==> config.mk <==
export PLATFORM = sky130hd
export DESIGN_NAME = pdd_panel
export DESIGN_NICKNAME = d
export VERILOG_FILES = /design/src/pdd_bin2bcd.v /design/src/pdd_panel.v
export VERILOG_INCLUDE_DIRS = /design/src /design/src/common
export SDC_FILE = /design/constraint.sdc
export NUM_CORES = 1
export LEC_CHECK = 0
export ABC_CLOCK_PERIOD_IN_PS = 3500
export BUFFER_PORTS_ARGS = -buffer_cell sky130_fd_sc_hd__buf_2
export CORE_UTILIZATION = 48
export DETAILED_ROUTE_END_ITERATION = 8
export PLACE_DENSITY_LB_ADDON = 0.3
export REMOVE_ABC_BUFFERS = 1
export SLEW_MARGIN = 30
export SYNTH_ARGS = -nofsm -noshare
export SYNTH_HDL_FRONTEND = slang
export SYNTH_SLANG_ARGS = --single-unit
==> constraint.sdc <==
create_clock -name clock -period 3.5 [get_ports clock]
set_input_delay 0.175 -clock clock [delete_from_list [all_inputs] [get_ports clock]]
set_output_delay 0.175 -clock clock [all_outputs]
set_load 0.005 [all_outputs]
==> src/common/pdd_map.vh <==
// Register map, field positions, reset values and display codes of the panel display block
// Operation
// RQ1: 16-bit decimal fills five digits, leading zeros pad short values.
// RQ2: 16-bit hex uses four right digits, leftmost digit blank.
// RQ3: 32-bit decimal splits high/low screens; low is five LSDs; point marks high.
// RQ4: 32-bit hex splits halves; upper prefixed h glyph, lower L glyph.
// RQ5: Negative decimal lights two leftmost points; hex never shows a sign.
// RQ6: Monitor and edit displays use the same formatting.
// RQ7: Monitor 32-bit values switch half and radix; parameters keep fixed format.
// RQ8: Set key on a fault history entry shows its stored fault record.
// RQ9: Set on jog speed shows speed, default 20; up/down adjust it.
// RQ10: Second set press shows jog indication and enters jog mode.
// RQ11: Jog: up held runs forward, down held reverse, release stops.
// RQ12: Jog motion only while the drive is servo-on.
// RQ13: Writing 406 to special function parameter enters forced-output mode.
// RQ14: Forced pattern is a binary mask, bit n forces output n+1.
// RQ15: Forced pattern is not retained; it is lost when the mode ends.
// RQ16: Forced mode ends on power cycling or special function write of 400.
// RQ17: Forced pattern shown in hex, leftmost digit blank.
// RQ18: Input diagnosis shows nine input lines as hex bits, set means active.
// RQ19: Output diagnosis shows six output lines as hex bits, set means active.
`ifndef PDD_MAP_VH
`define PDD_MAP_VH

`define PDD_ADDR_CTRL        8'h00
`define PDD_ADDR_MON_LO      8'h04
`define PDD_ADDR_MON_HI      8'h08
`define PDD_ADDR_EDIT_VAL    8'h0C
`define PDD_ADDR_PARAM_SEL   8'h10
`define PDD_ADDR_SPECIAL_FN  8'h14
`define PDD_ADDR_JOG_SPEED   8'h18
`define PDD_ADDR_FORCE_PAT   8'h1C
`define PDD_ADDR_FAULT_BASE  8'h20
`define PDD_ADDR_FAULT_LAST  8'h30
`define PDD_ADDR_STATUS      8'h34
`define PDD_ADDR_DISPLAY     8'h38

`define PDD_CTRL_VIEW_LSB    0
`define PDD_CTRL_MON_HEX     3
`define PDD_CTRL_MON_HIGH    4
`define PDD_CTRL_MON_32      5
`define PDD_CTRL_MON_SIGNED  6

`define PDD_VIEW_PANEL       3'h0
`define PDD_VIEW_MONITOR     3'h1
`define PDD_VIEW_DI_DIAG     3'h2
`define PDD_VIEW_DO_DIAG     3'h3
`define PDD_VIEW_FORCE_PAT   3'h4

`define PDD_SEL_JOG_SPEED    4'h5
`define PDD_FAULT_ENTRIES    5

`define PDD_SPECIAL_FORCE_ON  16'h0196
`define PDD_SPECIAL_FORCE_OFF 16'h0190

`define PDD_JOG_SPEED_RST    16'h0014
`define PDD_CTRL_RST         7'h00

`define PDD_GLYPH_BLANK      5'h10
`define PDD_GLYPH_HIGH       5'h11
`define PDD_GLYPH_LOW        5'h12
`define PDD_GLYPH_J          5'h13
`define PDD_GLYPH_G          5'h14

`endif

==> src/pdd_bin2bcd.v <==
// Sequential binary to ten-digit BCD converter
`timescale 1ns/100ps
module pdd_bin2bcd (
  input  wire        clock,
  input  wire        arst_n,
  input  wire        start,
  input  wire [31:0] bin,
  output reg         busy_reg,
  output reg         done_reg,
  output reg  [39:0] bcd_reg
);

  reg [31:0] shift_reg;
  reg [39:0] acc_reg;
  reg [5:0]  count_reg;
  wire [39:0] adj;

  function [39:0] add3;
    input [39:0] a;
    integer i;
    begin
      add3 = a;
      for (i = 0; i < 10; i = i + 1) begin
        if (a[i*4 +: 4] > 4'h4)
          add3[i*4 +: 4] = a[i*4 +: 4] + 4'h3;
      end
    end
  endfunction

  assign adj = add3(acc_reg);

  always @(posedge clock or negedge arst_n) begin
    if (!arst_n) begin
      shift_reg <= 32'h0000_0000;
      acc_reg   <= 40'h00_0000_0000;
      count_reg <= 6'h00;
      busy_reg  <= 1'b0;
      done_reg  <= 1'b0;
      bcd_reg   <= 40'h00_0000_0000;
    end else begin
      done_reg <= 1'b0;
      if (!busy_reg) begin
        if (start) begin
          shift_reg <= bin;
          acc_reg   <= 40'h00_0000_0000;
          count_reg <= 6'h20;
          busy_reg  <= 1'b1;
        end
      end else begin
        acc_reg   <= {adj[38:0], shift_reg[31]};
        shift_reg <= {shift_reg[30:0], 1'b0};
        count_reg <= count_reg - 6'h01;
        if (count_reg == 6'h01) begin
          busy_reg <= 1'b0;
          done_reg <= 1'b1;
          bcd_reg  <= {adj[38:0], shift_reg[31]};
        end
      end
    end
  end

endmodule

==> src/pdd_panel.v <==
// Front-panel display formatter, fault/jog key handling and forced-output diagnosis
`timescale 1ns/100ps
`include "pdd_map.vh"
module pdd_panel #(
  parameter DI_LINES = 9,
  parameter DO_LINES = 6
) (
  input  wire                clock,
  input  wire                arst_n,
  input  wire [7:0]          addr,
  input  wire [31:0]         wdata,
  input  wire                wr_stb,
  input  wire                rd_stb,
  output reg  [31:0]         rdata_reg,
  input  wire                key_set,
  input  wire                key_mode,
  input  wire                key_up,
  input  wire                key_down,
  input  wire                servo_on,
  input  wire [DI_LINES-1:0] di_lines,
  input  wire [DO_LINES-1:0] do_normal,
  output reg  [DO_LINES-1:0] do_lines_reg,
  output reg                 force_mode_reg,
  output reg                 jog_fwd_reg,
  output reg                 jog_rev_reg,
  output reg  [15:0]         jog_speed_reg,
  output reg  [24:0]         disp_code_reg,
  output reg  [4:0]          disp_dp_reg
);

  localparam ST_BROWSE = 2'd0;
  localparam ST_FAULT  = 2'd1;
  localparam ST_JOGSPD = 2'd2;
  localparam ST_JOGRUN = 2'd3;

  reg [6:0]  ctrl_reg;
  reg [31:0] mon_reg;
  reg [15:0] edit_val_reg;
  reg [3:0]  param_sel_reg;
  reg [15:0] special_fn_reg;
  reg [15:0] force_pat_reg;
  reg [15:0] fault_mem [0:`PDD_FAULT_ENTRIES-1];
  reg [1:0]  state_reg;
  reg [1:0]  state_next;
  reg [2:0]  fault_idx_reg;
  reg        set_q_reg;
  reg        mode_q_reg;
  reg        up_q_reg;
  reg        down_q_reg;
  reg [31:0] lat_val_reg;
  reg        lat_32_reg;
  reg        lat_hex_reg;
  reg        lat_high_reg;
  reg        lat_neg_reg;
  reg        lat_jog_reg;
  reg [31:0] src_val;
  reg        f_32;
  reg        f_hex;
  reg        f_high;
  reg        f_signed;
  reg        f_neg;
  reg [31:0] mag;
  reg [24:0] code_next;
  reg [4:0]  dp_next;
  reg [31:0] rd_next;
  integer    k;

  wire        set_edge  = key_set & ~set_q_reg;
  wire        mode_edge = key_mode & ~mode_q_reg;
  wire        up_edge   = key_up & ~up_q_reg;
  wire        down_edge = key_down & ~down_q_reg;
  wire [2:0]  view      = ctrl_reg[`PDD_CTRL_VIEW_LSB +: 3];
  wire        conv_busy;
  wire        conv_done;
  wire [39:0] conv_bcd;
  wire        conv_start = ~conv_busy & ~conv_done;
  wire        fault_sel  = (param_sel_reg < `PDD_FAULT_ENTRIES);
  wire        wr_fault   = wr_stb && (addr >= `PDD_ADDR_FAULT_BASE) &&
                           (addr <= `PDD_ADDR_FAULT_LAST) && (addr[1:0] == 2'b00);
  wire [2:0]  wr_fidx    = addr[4:2];

  function [4:0] nib;
    input [3:0] n;
    begin
      nib = {1'b0, n};
    end
  endfunction

  // Fault records keep five codes, each the last one the firmware wrote to its own fault address
  always @(posedge clock) begin
    if (wr_fault)
      fault_mem[wr_fidx] <= wdata[15:0];
  end

  // Register writes
  always @(posedge clock or negedge arst_n) begin
    if (!arst_n) begin
      ctrl_reg       <= `PDD_CTRL_RST;
      mon_reg        <= 32'h0000_0000;
      edit_val_reg   <= 16'h0000;
      param_sel_reg  <= 4'h0;
      special_fn_reg <= 16'h0000;
      force_pat_reg  <= 16'h0000;
      force_mode_reg <= 1'b0; // RQ16
    end else if (wr_stb) begin
      if (addr == `PDD_ADDR_CTRL) begin
        ctrl_reg <= wdata[6:0];
      end else if (addr == `PDD_ADDR_MON_LO) begin
        mon_reg[15:0] <= wdata[15:0];
      end else if (addr == `PDD_ADDR_MON_HI) begin
        mon_reg[31:16] <= wdata[15:0];
      end else if (addr == `PDD_ADDR_EDIT_VAL) begin
        edit_val_reg <= wdata[15:0];
      end else if (addr == `PDD_ADDR_PARAM_SEL) begin
        param_sel_reg <= wdata[3:0];
      end else if (addr == `PDD_ADDR_SPECIAL_FN) begin
        special_fn_reg <= wdata[15:0];
        if (wdata[15:0] == `PDD_SPECIAL_FORCE_ON) begin
          force_mode_reg <= 1'b1; // RQ13
        end else if (wdata[15:0] == `PDD_SPECIAL_FORCE_OFF) begin
          force_mode_reg <= 1'b0; // RQ16
          force_pat_reg  <= 16'h0000; // RQ15
        end
      end else if (addr == `PDD_ADDR_FORCE_PAT) begin
        // Pattern only accepted inside the mode, nothing survives outside it
        if (force_mode_reg)
          force_pat_reg <= wdata[15:0]; // RQ15
      end
    end
  end

  // Panel key sequence
  always @* begin
    state_next = state_reg;
    case (state_reg)
      ST_BROWSE: begin
        if (set_edge && fault_sel)
          state_next = ST_FAULT; // RQ8
        else if (set_edge && param_sel_reg == `PDD_SEL_JOG_SPEED)
          state_next = ST_JOGSPD; // RQ9
      end
      ST_FAULT: begin
        if (mode_edge || set_edge)
          state_next = ST_BROWSE;
      end
      ST_JOGSPD: begin
        if (set_edge)
          state_next = ST_JOGRUN; // RQ10
        else if (mode_edge)
          state_next = ST_BROWSE;
      end
      default: begin
        if (mode_edge)
          state_next = ST_BROWSE;
      end
    endcase
  end

  always @(posedge clock or negedge arst_n) begin
    if (!arst_n) begin
      state_reg     <= ST_BROWSE;
      fault_idx_reg <= 3'h0;
      set_q_reg     <= 1'b0;
      mode_q_reg    <= 1'b0;
      up_q_reg      <= 1'b0;
      down_q_reg    <= 1'b0;
      jog_speed_reg <= `PDD_JOG_SPEED_RST; // RQ9
      jog_fwd_reg   <= 1'b0;
      jog_rev_reg   <= 1'b0;
      do_lines_reg  <= {DO_LINES{1'b0}};
    end else begin
      state_reg  <= state_next;
      set_q_reg  <= key_set;
      mode_q_reg <= key_mode;
      up_q_reg   <= key_up;
      down_q_reg <= key_down;
      if (state_reg == ST_BROWSE && set_edge && fault_sel)
        fault_idx_reg <= param_sel_reg[2:0]; // RQ8
      if (wr_stb && addr == `PDD_ADDR_JOG_SPEED) begin
        jog_speed_reg <= wdata[15:0];
      end else if (state_reg == ST_JOGSPD) begin
        // Saturate instead of wrapping so a key press at 0 or FFFF never flips the speed
        if (up_edge && jog_speed_reg != 16'hFFFF)
          jog_speed_reg <= jog_speed_reg + 16'h0001; // RQ9
        else if (down_edge && jog_speed_reg != 16'h0000)
          jog_speed_reg <= jog_speed_reg - 16'h0001; // RQ9
      end
      // Both keys together is ambiguous, so the motor stays still
      jog_fwd_reg <= (state_next == ST_JOGRUN) && servo_on && key_up && !key_down; // RQ11 RQ12
      jog_rev_reg <= (state_next == ST_JOGRUN) && servo_on && key_down && !key_up; // RQ11 RQ12
      do_lines_reg <= force_mode_reg ? force_pat_reg[DO_LINES-1:0] : do_normal; // RQ14
    end
  end

  // Source and format of what the panel shows
  always @* begin
    src_val  = 32'h0000_0000;
    f_32     = 1'b0;
    f_hex    = 1'b0;
    f_high   = 1'b0;
    f_signed = 1'b0;
    if (view == `PDD_VIEW_MONITOR) begin
      src_val  = mon_reg;
      f_32     = ctrl_reg[`PDD_CTRL_MON_32]; // RQ7
      f_hex    = ctrl_reg[`PDD_CTRL_MON_HEX]; // RQ7
      f_high   = ctrl_reg[`PDD_CTRL_MON_HIGH]; // RQ7
      f_signed = ctrl_reg[`PDD_CTRL_MON_SIGNED];
    end else if (view == `PDD_VIEW_DI_DIAG) begin
      src_val = {{(32-DI_LINES){1'b0}}, di_lines}; // RQ18
      f_hex   = 1'b1;
    end else if (view == `PDD_VIEW_DO_DIAG) begin
      src_val = {{(32-DO_LINES){1'b0}}, do_lines_reg}; // RQ19
      f_hex   = 1'b1;
    end else if (view == `PDD_VIEW_FORCE_PAT) begin
      src_val = {16'h0000, force_pat_reg};
      f_hex   = 1'b1; // RQ17
    end else if (state_reg == ST_FAULT) begin
      src_val = {16'h0000, fault_mem[fault_idx_reg]}; // RQ8
      f_hex   = 1'b1;
    end else if (state_reg == ST_JOGSPD) begin
      src_val = {16'h0000, jog_speed_reg}; // RQ9
    end else begin
      // Parameters carry one fixed format: signed 16-bit decimal
      src_val  = {16'h0000, edit_val_reg}; // RQ6 RQ7
      f_signed = 1'b1;
    end
    f_neg = ~f_hex & f_signed & (f_32 ? src_val[31] : src_val[15]); // RQ5
    if (f_neg)
      mag = f_32 ? (32'h0000_0000 - src_val) : {16'h0000, 16'h0000 - src_val[15:0]};
    else
      mag = f_32 ? src_val : {16'h0000, src_val[15:0]};
  end

  pdd_bin2bcd u_bcd (
    .clock    (clock),
    .arst_n   (arst_n),
    .start    (conv_start),
    .bin      (mag),
    .busy_reg (conv_busy),
    .done_reg (conv_done),
    .bcd_reg  (conv_bcd)
  );

  // The format is latched with the conversion so digits and points always agree
  always @(posedge clock or negedge arst_n) begin
    if (!arst_n) begin
      lat_val_reg  <= 32'h0000_0000;
      lat_32_reg   <= 1'b0;
      lat_hex_reg  <= 1'b0;
      lat_high_reg <= 1'b0;
      lat_neg_reg  <= 1'b0;
      lat_jog_reg  <= 1'b0;
    end else if (conv_start) begin
      lat_val_reg  <= mag;
      lat_32_reg   <= f_32;
      lat_hex_reg  <= f_hex;
      lat_high_reg <= f_high;
      lat_neg_reg  <= f_neg;
      lat_jog_reg  <= (view == `PDD_VIEW_PANEL) && (state_reg == ST_JOGRUN);
    end
  end

  always @* begin
    code_next = 25'h000_0000;
    dp_next   = 5'h00;
    if (lat_jog_reg) begin
      code_next = {`PDD_GLYPH_BLANK, `PDD_GLYPH_J, nib(4'h0), `PDD_GLYPH_G,
                   `PDD_GLYPH_BLANK}; // RQ10
    end else if (lat_hex_reg) begin
      if (!lat_32_reg)
        code_next = {`PDD_GLYPH_BLANK, nib(lat_val_reg[15:12]), nib(lat_val_reg[11:8]),
                     nib(lat_val_reg[7:4]), nib(lat_val_reg[3:0])}; // RQ2
      else if (lat_high_reg)
        code_next = {`PDD_GLYPH_HIGH, nib(lat_val_reg[31:28]), nib(lat_val_reg[27:24]),
                     nib(lat_val_reg[23:20]), nib(lat_val_reg[19:16])}; // RQ4
      else
        code_next = {`PDD_GLYPH_LOW, nib(lat_val_reg[15:12]), nib(lat_val_reg[11:8]),
                     nib(lat_val_reg[7:4]), nib(lat_val_reg[3:0])}; // RQ4
    end else begin
      for (k = 0; k < 5; k = k + 1) begin
        if (lat_32_reg && lat_high_reg)
          code_next[k*5 +: 5] = nib(conv_bcd[20 + k*4 +: 4]); // RQ3
        else
          code_next[k*5 +: 5] = nib(conv_bcd[k*4 +: 4]); // RQ1 RQ3
      end
      if (lat_32_reg && lat_high_reg)
        dp_next[1] = 1'b1; // RQ3
      if (lat_neg_reg)
        dp_next[4:3] = 2'b11; // RQ5
    end
  end

  always @(posedge clock or negedge arst_n) begin
    if (!arst_n) begin
      disp_code_reg <= {5{`PDD_GLYPH_BLANK}};
      disp_dp_reg   <= 5'h00;
    end else if (conv_done) begin
      disp_code_reg <= code_next; // RQ6
      disp_dp_reg   <= dp_next;
    end
  end

  // Register reads, answered in the cycle after the strobe
  always @* begin
    rd_next = 32'h0000_0000;
    if (addr == `PDD_ADDR_CTRL) begin
      rd_next = {25'h000_0000, ctrl_reg};
    end else if (addr == `PDD_ADDR_MON_LO) begin
      rd_next = {16'h0000, mon_reg[15:0]};
    end else if (addr == `PDD_ADDR_MON_HI) begin
      rd_next = {16'h0000, mon_reg[31:16]};
    end else if (addr == `PDD_ADDR_EDIT_VAL) begin
      rd_next = {16'h0000, edit_val_reg};
    end else if (addr == `PDD_ADDR_PARAM_SEL) begin
      rd_next = {28'h000_0000, param_sel_reg};
    end else if (addr == `PDD_ADDR_SPECIAL_FN) begin
      rd_next = {16'h0000, special_fn_reg};
    end else if (addr == `PDD_ADDR_JOG_SPEED) begin
      rd_next = {16'h0000, jog_speed_reg};
    end else if (addr == `PDD_ADDR_FORCE_PAT) begin
      rd_next = {16'h0000, force_pat_reg};
    end else if (addr >= `PDD_ADDR_FAULT_BASE && addr <= `PDD_ADDR_FAULT_LAST &&
                 addr[1:0] == 2'b00) begin
      rd_next = {16'h0000, fault_mem[addr[4:2]]};
    end else if (addr == `PDD_ADDR_STATUS) begin
      rd_next = {26'h000_0000, jog_rev_reg, jog_fwd_reg, force_mode_reg, servo_on, state_reg};
    end else if (addr == `PDD_ADDR_DISPLAY) begin
      rd_next = {2'b00, disp_dp_reg, disp_code_reg};
    end
  end

  always @(posedge clock or negedge arst_n) begin
    if (!arst_n)
      rdata_reg <= 32'h0000_0000;
    else if (rd_stb)
      rdata_reg <= rd_next;
    else
      rdata_reg <= 32'h0000_0000;
  end

endmodule

=== Word-level counts from Yosys, hierarchy flattened ===
Memories as Yosys holds them, arrays and structs flattened.
Cells that the tools add are included.

* Input port bits: 64
* Word-level logic and storage cells: 239
* Memory bits (writable): 80
* Output and inout bits: 87
* Register bits after elaboration: 342
* Memories kept: 1

* Reductions and logical operators: 43
* Add/sub/neg operators: 15
* $lt $le $gt $ge: 13
* Bitwise logic cells: 19
* Mux-type cells: 91
* Eq/ne operators: 24

{| class="wikitable"
|+ Memories
! name !! words !! width !! rd ports !! clocked after Yosys merged registers in !! write ports !! RTL line !! RTL
|-
| fault_mem || 5 || 16 || 2 || 0 || 1 || pdd_panel.v:42 || <nowiki>reg [15:0] fault_mem [0:`PDD_FAULT_ENTRIES-1];</nowiki>
|}

{| class="wikitable"
|+ Operator list
! kind !! count
|-
| $mux 30 || 11
|-
| $mux 16 || 14
|-
| $mux 32 || 7
|-
| $mux 40 || 2
|-
| $mux 4 || 14
|-
| $mux 25 || 2
|-
| $mux 22 || 2
|-
| $gt 4x3->1 const B || 10
|-
| $add 4x2->4 const B || 9
|-
| $eq 16x9->1 const B || 2
|-
| $eq 8x5->1 const B || 4
|-
| $sub 1x32->32 const A || 1
|-
| $mux 1 || 26
|-
| $logic_and 1x1->1 || 19
|-
| $mux 6 || 3
|-
| $add 16x1->16 const B || 1
|-
| $eq 8x4->1 const B || 2
|-
| $eq 8x6->1 const B || 2
|-
| $mux 2 || 8
|-
| $ne 16x16->1 const B || 1
|-
| $reduce_bool 16->1 || 1
|-
| $sub 1x16->16 const A || 1
|-
| $sub 16x1->16 const B || 1
|-
| $not 1->1 || 12
|-
| 32 further kinds || 50
|}

=== Depth between registers and ports, before layout ===
* Depth after elaboration: 13
* Gate-level depth with buffers: 16
* Mapped depth without buffers: 14

=== Hierarchy ===
Synthesis repeated with hierarchy kept, for this count alone.

* Cell total of the unflattened synthesis: 2050
* Area total of the unflattened synthesis: 21844.7 um2

{| class="wikitable"
|+ By module, submodules not included
! module !! times used !! cells each !! area an instance (um2) !! sequential area each (um2)
|-
| pdd_panel || 1 || 1430 || 15837.7 || 7763.7
|-
| pdd_bin2bcd || 1 || 620 || 6007.0 || 3002.9
|}

=== Worst setup path after synthesis ===
Ideal clock, no wire load.

* Kind: register to register
* From: register jog_speed_reg[0]
* To: register jog_speed_reg[14]
* Setup time: 84 ps
* Required time: 3416 ps
* Stages on the path, launching flop included: 16
* Clock period less this slack: 3890 ps
* Arrival: 3806 ps
* Slack: -390 ps
* Path buffers: 1
* Cells stage by stage: dfrtp_1 clkbuf_1 nand4_1 or4_1 and3_1 inv_1 ha_1 a21o_1 a21o_1 a2111oi_0 nor3_1 nor3_1 o31ai_1 xnor2_1 o21ai_0 a21boi_0

* Cells in the longest elaborated chain, start to end: 5
* Elaborated cells between the ends (all ways): 12
* Those cells by class: add/sub: 2; eq/ne: 1; mux: 4; reduce/logical: 5

{| class="wikitable"
|+ RTL lines
! item !! RTL line !! RTL
|-
| from (decl) || pdd_panel.v:26 || <nowiki>output reg [15:0] jog_speed_reg,</nowiki>
|-
| from (signal assigned) || pdd_panel.v:167 || <nowiki>jog_speed_reg <= `PDD_JOG_SPEED_RST;</nowiki>
|-
| from (signal assigned) || pdd_panel.v:180 || <nowiki>jog_speed_reg <= wdata[15:0];</nowiki>
|-
| from (signal assigned) || pdd_panel.v:184 || <nowiki>jog_speed_reg <= jog_speed_reg + 16'h0001;</nowiki>
|-
| $sub 16x1->16 or $ne 16x16->1 (tied branches) || pdd_panel.v:186, pdd_panel.v:183 ||
|-
| $mux 16 or $logic_and 1x1->1 (tied branches) || pdd_panel.v:185, pdd_panel.v:183 ||
|-
| $mux 16 || pdd_panel.v:183 || <nowiki>if (up_edge && jog_speed_reg != 16'hFFFF)</nowiki>
|-
| $mux 16 || pdd_panel.v:181 || <nowiki>end else if (state_reg == ST_JOGSPD) begin</nowiki>
|-
| $mux 16 || pdd_panel.v:179 || <nowiki>if (wr_stb && addr == `PDD_ADDR_JOG_SPEED) begin</nowiki>
|}

Several ways; a longest one is shown, not always the timed one. The select of a mux whose other input is x is not followed.
A chain may end at the register's enable or synchronous reset.

=== Final worst setup path ===
* From: register jog_speed_reg[2]
* To: register jog_speed_reg[15]

Same word-level chain as after synthesis.

==> flow_metrics.tcl <==
set metrics [dict create \
    synthArstFlopShare_pct 80.7 \
    synthCells 2025 \
    seq_area_frac_synth_pct 50.5 \
    slowest_stage "or4_1" \
    dpl_cell_area_mm2 0.0233 \
    routed_wl_um 65000 \
    critPathLaunchType "flop" \
    cp_max_fo 5 \
    rsz0062_at_grt "true" \
    track_usage_pct 29.0 \
    syn_avg_cell_area_um2 10.5 \
    drive_gt1_share_pct 25.2 \
    synth.area.top_cells "dfrtp_1 (39%), edfxtp_1 (11%), mux2_2 (5.5%), nand2_1 (4.4%), o21ai_0 (4.4%)" \
    start_util_pct 49.1 \
    clockRootBuffer "clkbuf_16" \
    fin_cells 2857 \
    antenna_found_initial 1 \
    synth_mux_area_share_pct 12.3 \
    cts.path.max_buffers 3 \
    io_pins 151 \
    synth_edf_count 80 \
    finalSetupViolations 0 \
    crit_chain "nand4_1 > or4_1 > and3_4 > inv_6 > buf_6 > ha_2 > o31ai_4 > o31ai_4 > o41ai_2 > o21ai_1 > a31oi_1 > xor2_1 > mux2i_1 > o21ai_1" \
    ys_ff_latch 414 \
    synth-main-ff-cell "dfrtp_1" \
    synth_xor_area_share_pct 1.73 \
    finClkSkew_ns 0.0131 \
    cts_sinks 414 \
    timing_worst_setup_path_type "flop to flop" \
    critical-path-top-delay-family "compound AO/OA/AOI/OAI gates" \
    yosysTopAreaCell "dfrtp_1" \
    max_freq_mhz 287 \
    h-tree-depth 2 \
    yosys_warnings 0 \
    grt_max_degree 87 \
    num_rows 76 \
    synth-simple-area-share_pct 13.3 \
    ir_worst_vdd_v 0.000336 \
    fp.dieH_um 213 \
    cts_tree "done" \
    die-area_mm2 0.0453 \
    cp-end-kind "flop" \
    grt_pass1_vias 17100 \
    status "complete, no violations" \
    synth_top_area_share_pct 38.6 \
    ant_nets 0 \
    placed_cells 2738 \
    post_drt_wl_per_cell_um 22.7 \
    largest_register_ffs 80 \
    core_mm2 0.0435 \
    drcViolationCount 0 \
    port_buffers 128 \
    viasPerCell 6.15 \
    period_share_pct 99.4 \
    layout.nets 2335 \
    area_growth_pct 19.6 \
    grt_overflow 0 \
    fin_crit_ns 3.48 \
    tightest_slew_ns 1.03 \
    synth-adder-area-share_pct 1.97 \
    antenna_cells 0 \
    clock_latency_ns 0.58 \
    p_per_area_mw_per_mm2 506 \
    gp_congestion 0.934 \
    grt_first_pass_wirelength_um 100000 \
    synthMostInstantiatedCell "dfrtp_1" \
    path_clk_slew_ns 0.06 \
    maxSlewViolCount 0 \
    drv_cap 0 \
    cp.arrival_ns 3.98 \
    drtIter0Drc 1721 \
    fin_area_mm2 0.0255 \
    hold_viol 0 \
    dp_hpwl_um 45400 \
    routed-via-count 17600 \
    synth_common_cells "dfrtp_1 (329), nand2_1 (251), o21ai_0 (187)" \
    syn_area_mm2 0.0213 \
    synth_top_family_by_area "compound AO/OA/AOI/OAI gates" \
    synth_compound_area_share_pct 16.2 \
    slew_headroom_pct 31.1 \
    ys_types 84 \
    drt_pass1_iterations 6 \
    cts_made_buffers 44 \
    p_total_mw 12.9 \
    slowest_delay_ns 0.56 \
    cp_num_buf_inv 2 \
    die_width_um 213 \
    hp-class "primary input to flop" \
    critPathRequiredTime_ns 4.00 \
    power_leakage_nw 11.3 \
]
-- routing by layer --
layer | wire, um | global-route usage, %
met1 | 28700 | 42.0
met4 | 2110 | 10.0
met2 | 29300 | 44.3
met3 | 4880 | 4.60
met5 | 0 | 0
-- power by group --
part	total, mW	switching, mW	internal [mW]
logic	2.86	1.63	1.24
clock network	4.63	1.92	2.70
registers	5.42	0.239	5.18
-- logic make-up after synthesis --
family,Yosys count
AO/OA/AOI/OAI,541
other,1
flip-flops,414
adder cells (fa/ha/maj),33
XOR/XNOR,42
buffers and inverters,200
multiplexers,204
AND/OR/NAND/NOR,590
-- worst register-to-register path, delay by kind of cell (launching register included) --
family                     cells  cell delay (ns)
and+or+nand+nor                3             0.91
AOI/OAI and AO/OA              6             1.15
adders and majority gates      1             0.30
buffers and inverters          2             0.21
DFF                            1             0.52
xor gates and xnor gates       1             0.20
muxes                          1             0.10
-- area by class of cell --
class                   count  area [um^2]
flip-flops and latches    414        10800
inverters                  52          204
well taps                 585          732
repair buffers            309         2210
clock inverters             7         67.6
multi-input cells        1417        10200
clock buffers              73         1350
fillers                  3621        17900
-- repair_timing --
| action | in CTS | in global routing |
|---|---|---|
| pin swaps | 11 | 29 |
| resized for setup | 18 | 63 |
| cloned | 0 | 2 |
| setup endpoints to repair | 30 | 50 |
| endpoints found under the hold margin | 176 | 0 |
| hold buffers | 25 | 0 |
| setup buffers | 0 | 13 |
-- path summary, 6_finish.rpt --
check,start,end,slack (ns),cells after the start
worst max-delay path,jog_speed_reg[2],jog_speed_reg[15],0.02,14
worst min-delay path,wdata[0],jog_speed_reg[0],0.04,3
worst max register to register,jog_speed_reg[2],jog_speed_reg[15],0.02,14
worst min register to register,u_bcd.bcd_reg[39],u_bcd.bcd_reg[39],0.48,2
max in group asynchronous,arst_n,disp_code_reg[14],2.36,3
min in group asynchronous,arst_n,u_bcd.bcd_reg[39],0.17,2
-- cell usage in the layout, fill, tap and decap left out, types with 79 or more instances in the layout --
cell,Yosys,layout
dfrtp_1,329,328
nand2_1,251,249
o21ai_0,187,177
buf_4,10,143
buf_2,18,127
a21oi_1,113,113
mux2_2,104,104
edfxtp_1,80,80
nor2_1,80,79
-- stage by stage --
step	utilization [%]	setup TNS, ns	setup WS (ns)	hold slack, ns
floorplan	-	-130.58	-1.73	-0.121
global placement	53.6	-0.820	-0.271	0.209
detailed placement	53.6	-2.10	-0.378	0.213
CTS	57.6	0	0.00124	0.0150
global route	58.7	-0.447	-0.112	0.0425
finish	58.7	0	0.0202	0.0423
Power figures use the tool's default switching activity.
